===== src/vsc_defs.svh =====
`ifndef VSC_DEFS_SVH
`define VSC_DEFS_SVH

// ----------------------------------------
// Register offsets on the serial control bus
// ----------------------------------------
`define VSC_OFS_IDENT 8'h3d
`define VSC_OFS_FILLER 8'h3e
`define VSC_OFS_TT_CTRL 8'h3f
`define VSC_OFS_FRAME_CODE 8'h40
`define VSC_OFS_PID_WSS 8'h41
`define VSC_OFS_CC_GD 8'h42
`define VSC_OFS_LAST 8'h42
`define VSC_NUM_REGS 6

// ----------------------------------------
// Reset values
// ----------------------------------------
`define VSC_RST_IDENT 8'h01
`define VSC_RST_FILLER 8'h00
`define VSC_RST_TT_CTRL 8'h81
`define VSC_RST_FRAME_CODE 8'h00
`define VSC_RST_PID_WSS 8'hc5
`define VSC_RST_CC_GD 8'h00
`define VSC_RD_UNMAPPED 8'h00

// ----------------------------------------
// Field positions
// ----------------------------------------
`define VSC_ID_MSB 5
`define VSC_FIL_MSB 5
`define VSC_TT_ADAPT_BIT 6
`define VSC_TT_RAWBYP_BIT 5
`define VSC_TT_EN_BIT 4
`define VSC_TT_CUSTOM_BIT 2
`define VSC_TT_EXT_BIT 1
`define VSC_TT_ALL_BIT 0
`define VSC_WSS_F1_BIT 7
`define VSC_PID_F1_BIT 6
`define VSC_PID_EN_BIT 3
`define VSC_PID_EXT_BIT 2
`define VSC_WSS_EN_BIT 1
`define VSC_WSS_EXT_BIT 0
`define VSC_GD_BASE 4
`define VSC_CC_BASE 0
`define VSC_SVC_FULL_OFS 2
`define VSC_SVC_RELAX_OFS 1
`define VSC_SVC_EN_OFS 0

// ----------------------------------------
// Line numbers of the service windows
// ----------------------------------------
`define VSC_TT_EXT_LINE 10'd2
`define VSC_TT_NORM_LINE 10'd7
`define VSC_PID_LINE 10'd16
`define VSC_PID_LINE_LO 10'd15
`define VSC_PID_LINE_HI 10'd17
`define VSC_WSS_LINE 10'd23
`define VSC_WSS_LINE_LO 10'd21
`define VSC_WSS_LINE_HI 10'd24
`define VSC_CAP_LINE_60 10'd21
`define VSC_CAP_LINE_50 10'd22

// Bus device address, arbitrary value
`define VSC_DEV_ADDR 7'h2a

`endif


===== src/vsc_pkg.sv =====
package vsc_pkg;

  // ----------------------------------------
  // Types
  // ----------------------------------------
  typedef logic [7:0] vsc_byte_t;
  typedef logic [9:0] vsc_line_t;

  typedef enum logic [8:0] {
    VSC_IDLE     = 9'h001,
    VSC_ADDR     = 9'h002,
    VSC_ADDR_ACK = 9'h004,
    VSC_SUB      = 9'h008,
    VSC_SUB_ACK  = 9'h010,
    VSC_WDATA    = 9'h020,
    VSC_WR_ACK   = 9'h040,
    VSC_RDATA    = 9'h080,
    VSC_RD_ACK   = 9'h100
  } vsc_state_t;

endpackage : vsc_pkg


===== src/vsc_bus_edges.sv =====
`timescale 1ns/1ps
// ----------------------------------------
// Serial bus edge and condition detect
// ----------------------------------------
module vsc_bus_edges (
  input wire logic clk_i,
  input wire logic rst_i,
  input wire logic ce_i,
  input wire logic scl_i,
  input wire logic sda_i,
  output logic scl_rise_o,
  output logic scl_fall_o,
  output logic start_o,
  output logic stop_o
);
  logic scl_ff;
  logic sda_ff;

  always_ff @(posedge clk_i or posedge rst_i)
  begin
    if (rst_i)
    begin
      scl_ff <= 1'b1;
      sda_ff <= 1'b1;
    end
    else if (ce_i)
    begin
      scl_ff <= scl_i;
      sda_ff <= sda_i;
    end
  end

  assign scl_rise_o = ce_i & scl_i & ~scl_ff;
  assign scl_fall_o = ce_i & ~scl_i & scl_ff;
  // Data may only move while clock is low, so a change with clock high is a condition
  assign start_o = ce_i & scl_i & scl_ff & sda_ff & ~sda_i;
  assign stop_o = ce_i & scl_i & scl_ff & ~sda_ff & sda_i;
endmodule : vsc_bus_edges


===== src/vsc_svc_window.sv =====
`timescale 1ns/1ps
`include "vsc_defs.svh"
// ----------------------------------------
// Per-service line window qualifiers
// ----------------------------------------
module vsc_svc_window (
  input wire logic clk_i,
  input wire logic rst_i,
  input wire logic ce_i,
  input wire vsc_pkg::vsc_line_t line_i,
  input wire logic vbi_i,
  input wire logic rate_50hz_i,
  input wire vsc_pkg::vsc_byte_t tt_ctrl_i,
  input wire vsc_pkg::vsc_byte_t pid_wss_i,
  input wire vsc_pkg::vsc_byte_t cc_gd_i,
  output logic tt_win_o,
  output logic pid_win_o,
  output logic wss_win_o,
  output logic [1:0] capgd_win_o
);
  import vsc_pkg::*;

  logic tt_ff;
  logic pid_ff;
  logic wss_ff;
  logic [1:0] capgd_ff;
  logic nxt_tt;
  logic nxt_pid;
  logic nxt_wss;
  logic [1:0] nxt_capgd;
  logic single_line;
  vsc_line_t tt_first;

  assign tt_first = tt_ctrl_i[`VSC_TT_EXT_BIT] ? `VSC_TT_EXT_LINE : `VSC_TT_NORM_LINE;
  assign nxt_tt = tt_ctrl_i[`VSC_TT_EN_BIT] & vbi_i & (line_i >= tt_first);
  assign nxt_pid = pid_wss_i[`VSC_PID_EN_BIT] & (pid_wss_i[`VSC_PID_EXT_BIT] ?
    (line_i >= `VSC_PID_LINE_LO && line_i <= `VSC_PID_LINE_HI) : (line_i == `VSC_PID_LINE));
  assign nxt_wss = pid_wss_i[`VSC_WSS_EN_BIT] & (pid_wss_i[`VSC_WSS_EXT_BIT] ?
    (line_i >= `VSC_WSS_LINE_LO && line_i <= `VSC_WSS_LINE_HI) : (line_i == `VSC_WSS_LINE));
  assign single_line = line_i == (rate_50hz_i ? `VSC_CAP_LINE_50 : `VSC_CAP_LINE_60);

  // ----------------------------------------
  // Caption (0) and guide (1) share one layout
  // ----------------------------------------
  genvar g;
  generate
    for (g = 0; g < 2; g++)
    begin : g_capgd
      localparam int BASE = (g == 0) ? `VSC_CC_BASE : `VSC_GD_BASE;
      assign nxt_capgd[g] = cc_gd_i[BASE + `VSC_SVC_EN_OFS] &
        (cc_gd_i[BASE + `VSC_SVC_FULL_OFS] ? vbi_i : single_line);
    end
  endgenerate

  always_ff @(posedge clk_i or posedge rst_i)
  begin
    if (rst_i)
    begin
      tt_ff <= 1'b0;
      pid_ff <= 1'b0;
      wss_ff <= 1'b0;
      capgd_ff <= 2'h0;
    end
    else if (ce_i)
    begin
      tt_ff <= nxt_tt;
      pid_ff <= nxt_pid;
      wss_ff <= nxt_wss;
      capgd_ff <= nxt_capgd;
    end
  end

  assign tt_win_o = tt_ff;
  assign pid_win_o = pid_ff;
  assign wss_win_o = wss_ff;
  assign capgd_win_o = capgd_ff;
endmodule : vsc_svc_window


===== src/vsc_slicer_ctrl.sv =====
// Operation
// - Identifier field codes every ancillary packet
// - Filler field fills packet filler byte
// - Adaptive level enable drives teletext threshold
// - Raw mode Hamming filter unless bypassed
// - Teletext sliced only while enabled
// - Teletext enable also drives equalizer
// - Custom framing selects programmed code
// - Extended window starts teletext at line 2
// - All-packets bit widens beyond X/30, X/31
// - Eight-bit alternate framing code held
// - Program-id sliced only while enabled
// - Program-id line 16, or 15-17
// - Widescreen sliced only while enabled
// - Widescreen line 23, or 21-24
// - Guide single line or whole blanking
// - Guide relaxed or strict frame check
// - Guide sliced only while enabled
// - Caption single line or whole blanking
// - Caption relaxed or strict frame check
// - Caption sliced only while enabled
`timescale 1ns/1ps
`include "vsc_defs.svh"
module vsc_slicer_ctrl (
  input wire logic clk_i,
  input wire logic rst_i,
  input wire logic ce_i,
  input wire logic scl_i,
  input wire logic sda_i,
  output logic sda_o,
  output logic sda_oe_o,
  input wire vsc_pkg::vsc_line_t line_i,
  input wire logic vbi_i,
  input wire logic rate_50hz_i,
  output logic [5:0] packet_identifier_value_o,
  output logic [5:0] packet_filler_value_o,
  output logic adaptive_level_enable_o,
  output logic raw_filter_bypass_o,
  output logic teletext_slice_enable_o,
  output logic equalizer_enable_o,
  output logic teletext_custom_framing_o,
  output logic teletext_all_packets_o,
  output vsc_pkg::vsc_byte_t alternate_frame_code_o,
  output logic widescreen_first_field_only_o,
  output logic progid_first_field_only_o,
  output logic caption_relaxed_check_o,
  output logic guide_relaxed_check_o,
  output logic teletext_window_o,
  output logic progid_window_o,
  output logic widescreen_window_o,
  output logic caption_window_o,
  output logic guide_window_o
);
  import vsc_pkg::*;

  // ----------------------------------------
  // Declarations
  // ----------------------------------------
  localparam vsc_byte_t RST_VAL [0:`VSC_NUM_REGS-1] = '{`VSC_RST_IDENT, `VSC_RST_FILLER,
    `VSC_RST_TT_CTRL, `VSC_RST_FRAME_CODE, `VSC_RST_PID_WSS, `VSC_RST_CC_GD};

  vsc_state_t state_ff;
  vsc_state_t nxt_state;
  logic [3:0] cnt_ff;
  logic [3:0] nxt_cnt;
  vsc_byte_t sh_ff;
  vsc_byte_t nxt_sh;
  vsc_byte_t sub_ff;
  vsc_byte_t nxt_sub;
  logic rw_ff;
  logic nxt_rw;
  logic sda_oe_ff;
  logic nxt_sda_oe;
  logic sda_o_ff;
  vsc_byte_t regs_ff [0:`VSC_NUM_REGS-1];

  logic scl_rise;
  logic scl_fall;
  logic bus_start;
  logic bus_stop;
  logic byte_done;
  logic addr_match;
  logic sub_hit;
  logic [2:0] sub_idx;
  logic wr_stb;
  vsc_byte_t rd_byte;
  vsc_byte_t sub_inc;
  logic [1:0] capgd_win;

  // ----------------------------------------
  // Bus condition detect
  // ----------------------------------------
  vsc_bus_edges u_edges (
    .clk_i(clk_i),
    .rst_i(rst_i),
    .ce_i(ce_i),
    .scl_i(scl_i),
    .sda_i(sda_i),
    .scl_rise_o(scl_rise),
    .scl_fall_o(scl_fall),
    .start_o(bus_start),
    .stop_o(bus_stop)
  );

  // ----------------------------------------
  // Decode
  // ----------------------------------------
  assign byte_done = cnt_ff == 4'h8;
  assign addr_match = sh_ff[7:1] == `VSC_DEV_ADDR;
  assign sub_hit = (sub_ff >= `VSC_OFS_IDENT) && (sub_ff <= `VSC_OFS_LAST);
  assign sub_idx = 3'(sub_ff - `VSC_OFS_IDENT);
  assign sub_inc = sub_ff + 8'h01;
  // Unmapped offsets read as zero and swallow writes, but still acknowledge
  assign rd_byte = sub_hit ? regs_ff[sub_idx] : `VSC_RD_UNMAPPED;
  assign wr_stb = ce_i & (state_ff == VSC_WDATA) & scl_fall & byte_done & sub_hit;

  // ----------------------------------------
  // Serial protocol state machine
  // ----------------------------------------
  always_comb
  begin
    nxt_state = state_ff;
    nxt_cnt = cnt_ff;
    nxt_sh = sh_ff;
    nxt_sub = sub_ff;
    nxt_rw = rw_ff;
    nxt_sda_oe = sda_oe_ff;
    if (bus_stop)
    begin
      nxt_state = VSC_IDLE;
      nxt_sda_oe = 1'b0;
    end
    else if (bus_start)
    begin
      // Repeated start keeps the offset so a read can follow an offset write
      nxt_state = VSC_ADDR;
      nxt_cnt = 4'h0;
      nxt_sda_oe = 1'b0;
    end
    else
    begin
      case (state_ff)
        VSC_IDLE:
        begin
          nxt_sda_oe = 1'b0;
        end
        VSC_ADDR, VSC_SUB, VSC_WDATA:
        begin
          if (scl_rise && !byte_done)
          begin
            nxt_sh = {sh_ff[6:0], sda_i};
            nxt_cnt = cnt_ff + 4'h1;
          end
          else if (scl_fall && byte_done)
          begin
            nxt_cnt = 4'h0;
            nxt_sda_oe = 1'b1;
            case (state_ff)
              VSC_ADDR:
              begin
                nxt_rw = sh_ff[0];
                nxt_sda_oe = addr_match;
                nxt_state = addr_match ? VSC_ADDR_ACK : VSC_IDLE;
              end
              VSC_SUB:
              begin
                nxt_sub = sh_ff;
                nxt_state = VSC_SUB_ACK;
              end
              default:
              begin
                nxt_sub = sub_inc;
                nxt_state = VSC_WR_ACK;
              end
            endcase
          end
        end
        VSC_ADDR_ACK, VSC_SUB_ACK, VSC_WR_ACK:
        begin
          if (scl_fall)
          begin
            nxt_sda_oe = 1'b0;
            nxt_state = (state_ff == VSC_ADDR_ACK) ? VSC_SUB : VSC_WDATA;
            if (state_ff == VSC_ADDR_ACK && rw_ff)
            begin
              nxt_sh = {rd_byte[6:0], 1'b0};
              nxt_sda_oe = ~rd_byte[7];
              nxt_cnt = 4'h1;
              nxt_state = VSC_RDATA;
            end
          end
        end
        VSC_RDATA:
        begin
          if (scl_fall)
          begin
            if (byte_done)
            begin
              nxt_sda_oe = 1'b0;
              nxt_sub = sub_inc;
              nxt_state = VSC_RD_ACK;
            end
            else
            begin
              nxt_sda_oe = ~sh_ff[7];
              nxt_sh = {sh_ff[6:0], 1'b0};
              nxt_cnt = cnt_ff + 4'h1;
            end
          end
        end
        VSC_RD_ACK:
        begin
          // Master acknowledge on the rising edge; a not-acknowledge ends the read
          if (scl_rise)
          begin
            nxt_rw = ~sda_i;
          end
          else if (scl_fall)
          begin
            nxt_state = rw_ff ? VSC_RDATA : VSC_IDLE;
            nxt_sh = {rd_byte[6:0], 1'b0};
            nxt_sda_oe = rw_ff & ~rd_byte[7];
            nxt_cnt = 4'h1;
          end
        end
        default:
        begin
          nxt_state = VSC_IDLE;
          nxt_sda_oe = 1'b0;
        end
      endcase
    end
  end

  always_ff @(posedge clk_i or posedge rst_i)
  begin
    if (rst_i)
    begin
      state_ff <= VSC_IDLE;
      cnt_ff <= 4'h0;
      sh_ff <= 8'h00;
      sub_ff <= 8'h00;
      rw_ff <= 1'b0;
      sda_oe_ff <= 1'b0;
      sda_o_ff <= 1'b0;
    end
    else if (ce_i)
    begin
      state_ff <= nxt_state;
      cnt_ff <= nxt_cnt;
      sh_ff <= nxt_sh;
      sub_ff <= nxt_sub;
      rw_ff <= nxt_rw;
      sda_oe_ff <= nxt_sda_oe;
      sda_o_ff <= 1'b0;
    end
  end

  assign sda_o = sda_o_ff;
  assign sda_oe_o = sda_oe_ff;

  // ----------------------------------------
  // Register bank
  // ----------------------------------------
  // Reserved bits are stored as written; software is trusted to keep them
  genvar g;
  generate
    for (g = 0; g < `VSC_NUM_REGS; g++)
    begin : g_reg
      always_ff @(posedge clk_i or posedge rst_i)
      begin
        if (rst_i)
        begin
          regs_ff[g] <= RST_VAL[g];
        end
        else if (wr_stb && sub_idx == 3'(g))
        begin
          regs_ff[g] <= sh_ff;
        end
      end
    end
  endgenerate

  // ----------------------------------------
  // Field outputs
  // ----------------------------------------
  assign packet_identifier_value_o = regs_ff[0][`VSC_ID_MSB:0];
  assign packet_filler_value_o = regs_ff[1][`VSC_FIL_MSB:0];
  assign adaptive_level_enable_o = regs_ff[2][`VSC_TT_ADAPT_BIT];
  assign raw_filter_bypass_o = regs_ff[2][`VSC_TT_RAWBYP_BIT];
  assign teletext_slice_enable_o = regs_ff[2][`VSC_TT_EN_BIT];
  assign equalizer_enable_o = regs_ff[2][`VSC_TT_EN_BIT];
  assign teletext_custom_framing_o = regs_ff[2][`VSC_TT_CUSTOM_BIT];
  assign teletext_all_packets_o = regs_ff[2][`VSC_TT_ALL_BIT];
  assign alternate_frame_code_o = regs_ff[3];
  assign widescreen_first_field_only_o = regs_ff[4][`VSC_WSS_F1_BIT];
  assign progid_first_field_only_o = regs_ff[4][`VSC_PID_F1_BIT];
  assign caption_relaxed_check_o = regs_ff[5][`VSC_CC_BASE + `VSC_SVC_RELAX_OFS];
  assign guide_relaxed_check_o = regs_ff[5][`VSC_GD_BASE + `VSC_SVC_RELAX_OFS];

  // ----------------------------------------
  // Line windows
  // ----------------------------------------
  vsc_svc_window u_window (
    .clk_i(clk_i),
    .rst_i(rst_i),
    .ce_i(ce_i),
    .line_i(line_i),
    .vbi_i(vbi_i),
    .rate_50hz_i(rate_50hz_i),
    .tt_ctrl_i(regs_ff[2]),
    .pid_wss_i(regs_ff[4]),
    .cc_gd_i(regs_ff[5]),
    .tt_win_o(teletext_window_o),
    .pid_win_o(progid_window_o),
    .wss_win_o(widescreen_window_o),
    .capgd_win_o(capgd_win)
  );

  assign caption_window_o = capgd_win[0];
  assign guide_window_o = capgd_win[1];
endmodule : vsc_slicer_ctrl


===== config.mk =====
export PLATFORM = sky130hd
export DESIGN_NAME = vsc_slicer_ctrl
export DESIGN_NICKNAME = d
export VERILOG_FILES = /design/src/vsc_pkg.sv /design/src/vsc_bus_edges.sv /design/src/vsc_svc_window.sv /design/src/vsc_slicer_ctrl.sv
export VERILOG_INCLUDE_DIRS = /design/src
export SDC_FILE = /design/constraint.sdc
export NUM_CORES = 1
export LEC_CHECK = 0
export BUFFER_PORTS_ARGS = -buffer_cell sky130_fd_sc_hd__buf_2
export CORE_ASPECT_RATIO = 0.6
export CORE_MARGIN = 3
export CORE_UTILIZATION = 64
export CTS_CLUSTER_SIZE = 14
export DETAILED_ROUTE_END_ITERATION = 10
export PLACE_DENSITY_LB_ADDON = 0.2
export REMOVE_ABC_BUFFERS = 1
export SLEW_MARGIN = 20
export SYNTH_ARGS = -nofsm -noshare
export SYNTH_HDL_FRONTEND = slang
export SYNTH_SLANG_ARGS = --single-unit
export TNS_END_PERCENT = 30

===== constraint.sdc =====
create_clock -name clk_i -period 4.81 [get_ports clk_i]
set_clock_uncertainty 0.1 [all_clocks]
set_input_delay 0.2405 -clock clk_i [delete_from_list [all_inputs] [get_ports clk_i]]
set_output_delay 0.2405 -clock clk_i [all_outputs]
set_load 0.01 [all_outputs]

# == Yosys cells after proc, flatten, opt, wreduce, memory -nomap -nowiden ==
# Index checks and enable logic that the tools add are counted.
# op_classes
addsub,3
n_mux,66
bitwise_logic,29
order_cmp,8
n_eq_ne,47
reduce_logical,26
# op_table
cell,count
2-to-1 mux 8 bit,16
2-to-1 mux 9 bit,9
case mux 9 bit (5 select lines),1
2-to-1 mux 4 bit,9
"!= test 4 bit, second input constant",8
case mux 8 bit (2 select lines),2
case mux 8 bit (4 select lines),1
"!= test 2 bit, second input constant",13
binary-select mux 8 bit (select 3 bit),1
"!= test 3 bit, second input constant",7
AND 1 bit,20
"== test 10 x 5 -> 1 bit, second input constant",2
"less-or-equal comparator 10 x 5 -> 1 bit, second input constant",2
2-to-1 mux 1 bit,19
AND reduction 9 bit,2
case mux 4 bit (4 select lines),1
case mux 7 bit (2 select lines),1
logical AND 1 bit,12
AND reduction 11 bit,1
== test 10 bit,1
>= comparator 10 bit,1
">= comparator 10 x 4 -> 1 bit, second input constant",1
">= comparator 10 x 5 -> 1 bit, second input constant",1
AND reduction 10 bit,1
35 further kinds,47
# word_totals
word_cells,197
out_inout_bits,37
in_bits,17
register_bits,86

# == Logic depth before layout (Yosys ltp) ==
# logic_depth
word_depth,13
depth_mapped,11
depth_no_buf,9

# == Modules after synthesis ==
# From an unflattened synthesis, not the netlist that was laid out.
# unflattened
cells_unflattened,496
area_unflattened_um2,5295.1
# by_module_without_submodules
mod,n_inst,area_each_um2,cells_per_inst
vsc_slicer_ctrl,1,4778.3,435
vsc_svc_window,1,385.4,50
vsc_bus_edges,1,131.4,11

# == Worst setup path after synthesis ==
# Ideal clock, no wire load.
# synth_timing
kind,register to register
start,register sub_ff[0]
end,register regs_ff (netlist bit adaptive_level_enable_o)
path_buffers,1
required_ns,4.585
arrival_time_ns,2.563
slack_ns,2.022
stages_incl_launch_ff,11
path_cell_list,dfrtp_1 clkbuf_1 inv_1 ha_1 nand2b_1 nand4b_1 o21ai_1 nor3b_1 nor2b_1 nand2_1 mux2_2
# synth_between
elab_chain_len,4
elab_cells_between_ends,7
classes_between,1 x add/sub; 2 x order compare; 1 x eq/ne; 1 x bitwise; 2 x reduce/logical
# synth_rtl
item,line_no,rtl
from (decl),vsc_slicer_ctrl.sv:68,vsc_byte_t sub_ff;
from (signal assigned),vsc_slicer_ctrl.sv:252,sub_ff <= nxt_sub;
>= comparator 8 x 6 -> 1 bit (no line) or less-or-equal comparator 8 x 7 -> 1 bit (tied branches),--,
logical AND 1 bit,vsc_slicer_ctrl.sv:110,assign sub_hit = (sub_ff >= `VSC_OFS_IDENT) && (sub_ff <= `VSC_OFS_LAST);
AND 1 bit,vsc_slicer_ctrl.sv:115,assign wr_stb = ce_i & (state_ff == VSC_WDATA) & scl_fall & byte_done & sub_hit;
logical AND 1 bit *,vsc_slicer_ctrl.sv:276,else if (wr_stb && sub_idx == 3'(g))
"to (signal, indexed assignment)",vsc_slicer_ctrl.sv:274,regs_ff[g] <= RST_VAL[g];
to (decl),vsc_slicer_ctrl.sv:75,vsc_byte_t regs_ff [0:`VSC_NUM_REGS-1];
# Mark *: on every way between the ends. The rest lies on a longest branch, timed or not.
# A chain may end at the register's enable or synchronous reset.

# == Worst setup path after layout ==
# layout_timing
start,register sub_ff[0]
end,register regs_ff[2] (netlist bit)
# Same word-level chain as after synthesis.

==> run metrics <==
crit start category=flop; Synth Flop Type=dfrtp_1; hold_ws=-0.01261 ns; outcome=complete, but fails checks; Max Cap Viol=0; main combinational cell family by area after synthesis=multiplexers; Detailed Route Iter0 Violations=398; total wirelength of the detailed-routed design=12,070 microns; Arr. time, crit path=3.51 ns; Hold Crit Class=in2async; period utilization=70.44%; fin. max-slew vios=0; Fill cells=540; Fin. Hold Viols=5; Synth async-reset ratio=100.0%; PortBufs=52; DP Area=5196 sq um; setup bufs post-CTS=0; min Tclk post-route=3.388 ns; post-DP HPWL=8489 microns; Commonest cells post-synth=dfrtp_1, mux2_2, nand2_1, nor2_1, o21ai_0; Synth top area share=37.60%; Total Power=1.624 mW; post-synthesis xor/xnor area fraction=1.039%; cts bufs inserted=9; Crit. End Element=flop; Synth Area in Adders=2.424%; Vias=3,943; cts hold-fix bufs=0; vias in the first global route=3,758; number of antenna diodes=0; CTS Sinks=86; die height=74.87 microns; grt ovf=0; Peak supply drop=255.0 uV; # DRC=0; maximum root-to-sink buffer count=2; H-tree depth=3; num ports=54; WL per Instance=19.63 microns; Power Density=296.3 nW/um^2; fin util=73.33%; measured slew at the worst slew-check pin=0.9193 ns; leakage power=2.749 nW; Worst Setup EP=regs_ff[2]; first-pass GRT wire length=19,800 microns; CP required=4.93 ns; total negative slack=0 ns; failing checks=hold timing; CTS tree=built; root buf cell=clkbuf_16; critical-path maximum fanout=9; share of the synthesized area in compound gates (AO/OA/AOI/OAI)=12.44%; clk slew on worst S/H paths=0.06 ns; share of layout cells above drive strength 1=30.33%; final setup vio count=0; synthesis-stage register bit count=86; Starting Density=67.65%; initial antenna violation count=0; critical path type=reg2reg; DP Cell Count=599; die area=9042 sq um; DRT Pass-1 Iters=4; clk_lat worst skew=0.34 ns; largest net degree at the start of global routing=87; reg2reg end=regs_ff[2]; synthesized area=5059 sq um; Crit Reg-Reg Startpoint=sub_ff[0]; Simple-Gate Fraction of Synth Area=15.51%; RD Place Congestion=0.8908; worst setup path startpoint=sub_ff[0]; Via density=6.411; post-synthesis cell type count=65; core area=7477 sq um; Resized cells post-CTS=0; count leader, synth=dfrtp_1; top cells by area, synth=dfrtp_1, mux2_2, dfstp_2; # nets final=532; DIE WIDTH=120.8 microns; Finished Layout Cells=615; row cnt=24; fmax=0.2951 GHz; r2r worst-path depth=8; Final Cell Area=5483 sq um; Synth area leader=dfrtp_1; multiplexer area fraction after synthesis=19.22%; final antenna-violating net count=0; flop2flop setup slack=1.42 ns; GRT Util Overall=28.51%; number of synthesized flops with an enable pin=0; area grow syn2layout=8.385%; unrepaired setup endpoints after global routing=no; Mapped Avg Cell Area=10.34 sq um; Post-Synthesis Cells=489; Yosys warnings=0; sequential-to-total area share from yosys stat=42.79%; Max-slew headroom=38.45%
-- power by group --
| part | leakage (nW) | internal (mW) | switching, mW |
|---|---|---|---|
| Clock | 0.143 | 0.399 | 0.277 |
| Combinational | 1.46 | 0.0607 | 0.0908 |
| Sequential | 1.14 | 0.747 | 0.0508 |
-- worst max-delay path, cell delays in order (launching register included) --
cell      delay (ns)
dfrtp_1         0.59
inv_1           0.18
ha_1            0.26
nand2b_1        0.08
nand4b_1        0.10
o21ai_1         0.57
nor3b_1         0.44
nand3_1         0.50
mux2_2          0.46
-- cell usage in the layout, fill, tap and decap left out, types with 12 or more instances in the layout --
cell	Yosys	routed
nor2_1	30	30
mux2_2	63	63
o21ai_0	26	25
inv_1	16	15
nor3_1	12	12
dfrtp_1	76	76
a21oi_1	16	16
mux2i_1	24	24
buf_2	5	52
nand3_1	12	12
nand2_1	34	34
-- final cells by class --
| class | count | area (sq um) | area share, % |
|---|---|---|---|
| Multi-Input combinational cell | 339 | 2565 | 46.78 |
| Clock buffer | 11 | 232.7 | 4.245 |
| Tap cell | 104 | 130.1 | 2.373 |
| Inverter | 16 | 61.31 | 1.118 |
| Clock inverter | 5 | 50.05 | 0.9128 |
| Sequential cell | 86 | 2165 | 39.48 |
| Timing Repair Buffer | 54 | 279.0 | 5.089 |
-- logic make-up after synthesis --
family	after synthesis
AND/OR/NAND/NOR	144
AO/OA/AOI/OAI	90
multiplexers	88
flip-flops	86
buffers and inverters	64
adder cells (fa/ha/maj)	10
XOR/XNOR	6
other	1
-- flip-flops by register name (all words and copies together), names as in the netlist, 2 cells and up --
| register | cells |
|---|---|
| regs_ff | 19 |
| state_ff | 9 |
| alternate_frame_code_o | 8 |
| sh_ff | 8 |
| sub_ff | 8 |
| packet_filler_value_o | 6 |
| packet_identifier_value_o | 6 |
| cnt_ff | 4 |
| u_window.capgd_win_o | 2 |
-- metal layers --
layer / global-route usage (%) / wire, microns / vias to the layer above
met5: 0 / 0 / -
met4: 7.286 / 155 / 0
met3: 7.508 / 980 / 13
met2: 42.80 / 5242 / 181
met1: 41.82 / 5691 / 1956
li1: - / - / 1793
-- through the flow --
step,worst slack [ns],hold WS (ns)
floorplan,1.452,0.2478
global placement,1.710,0.3593
detailed placement,1.529,0.3728
CTS,1.504,0.1096
global route,1.205,0.07625
finish,1.422,-0.01261
-- worst min-delay path by stage --
| stage | from | endpoint | slack (ns) | cells past startpoint |
|---|---|---|---|---|
| 6_report | rst_i | u_window.pid_win_o | -0.01 | 3 |
| 5_1_grt | rst_i | u_window.tt_win_o | 0.08 | 3 |
| 4_1_cts | sda_i | sh_ff[0] | 0.11 | 3 |
| 3_5_place_dp | u_window.capgd_win_o[1] | u_window.capgd_win_o[1] | 0.37 | 1 |
| 3_3_place_gp | u_window.tt_win_o | u_window.tt_win_o | 0.36 | 1 |
| 2_1_floorplan | ce_i | u_window.capgd_win_o[0] | 0.25 | 1 |
Note: power is estimated with default switching activity, not from simulation.
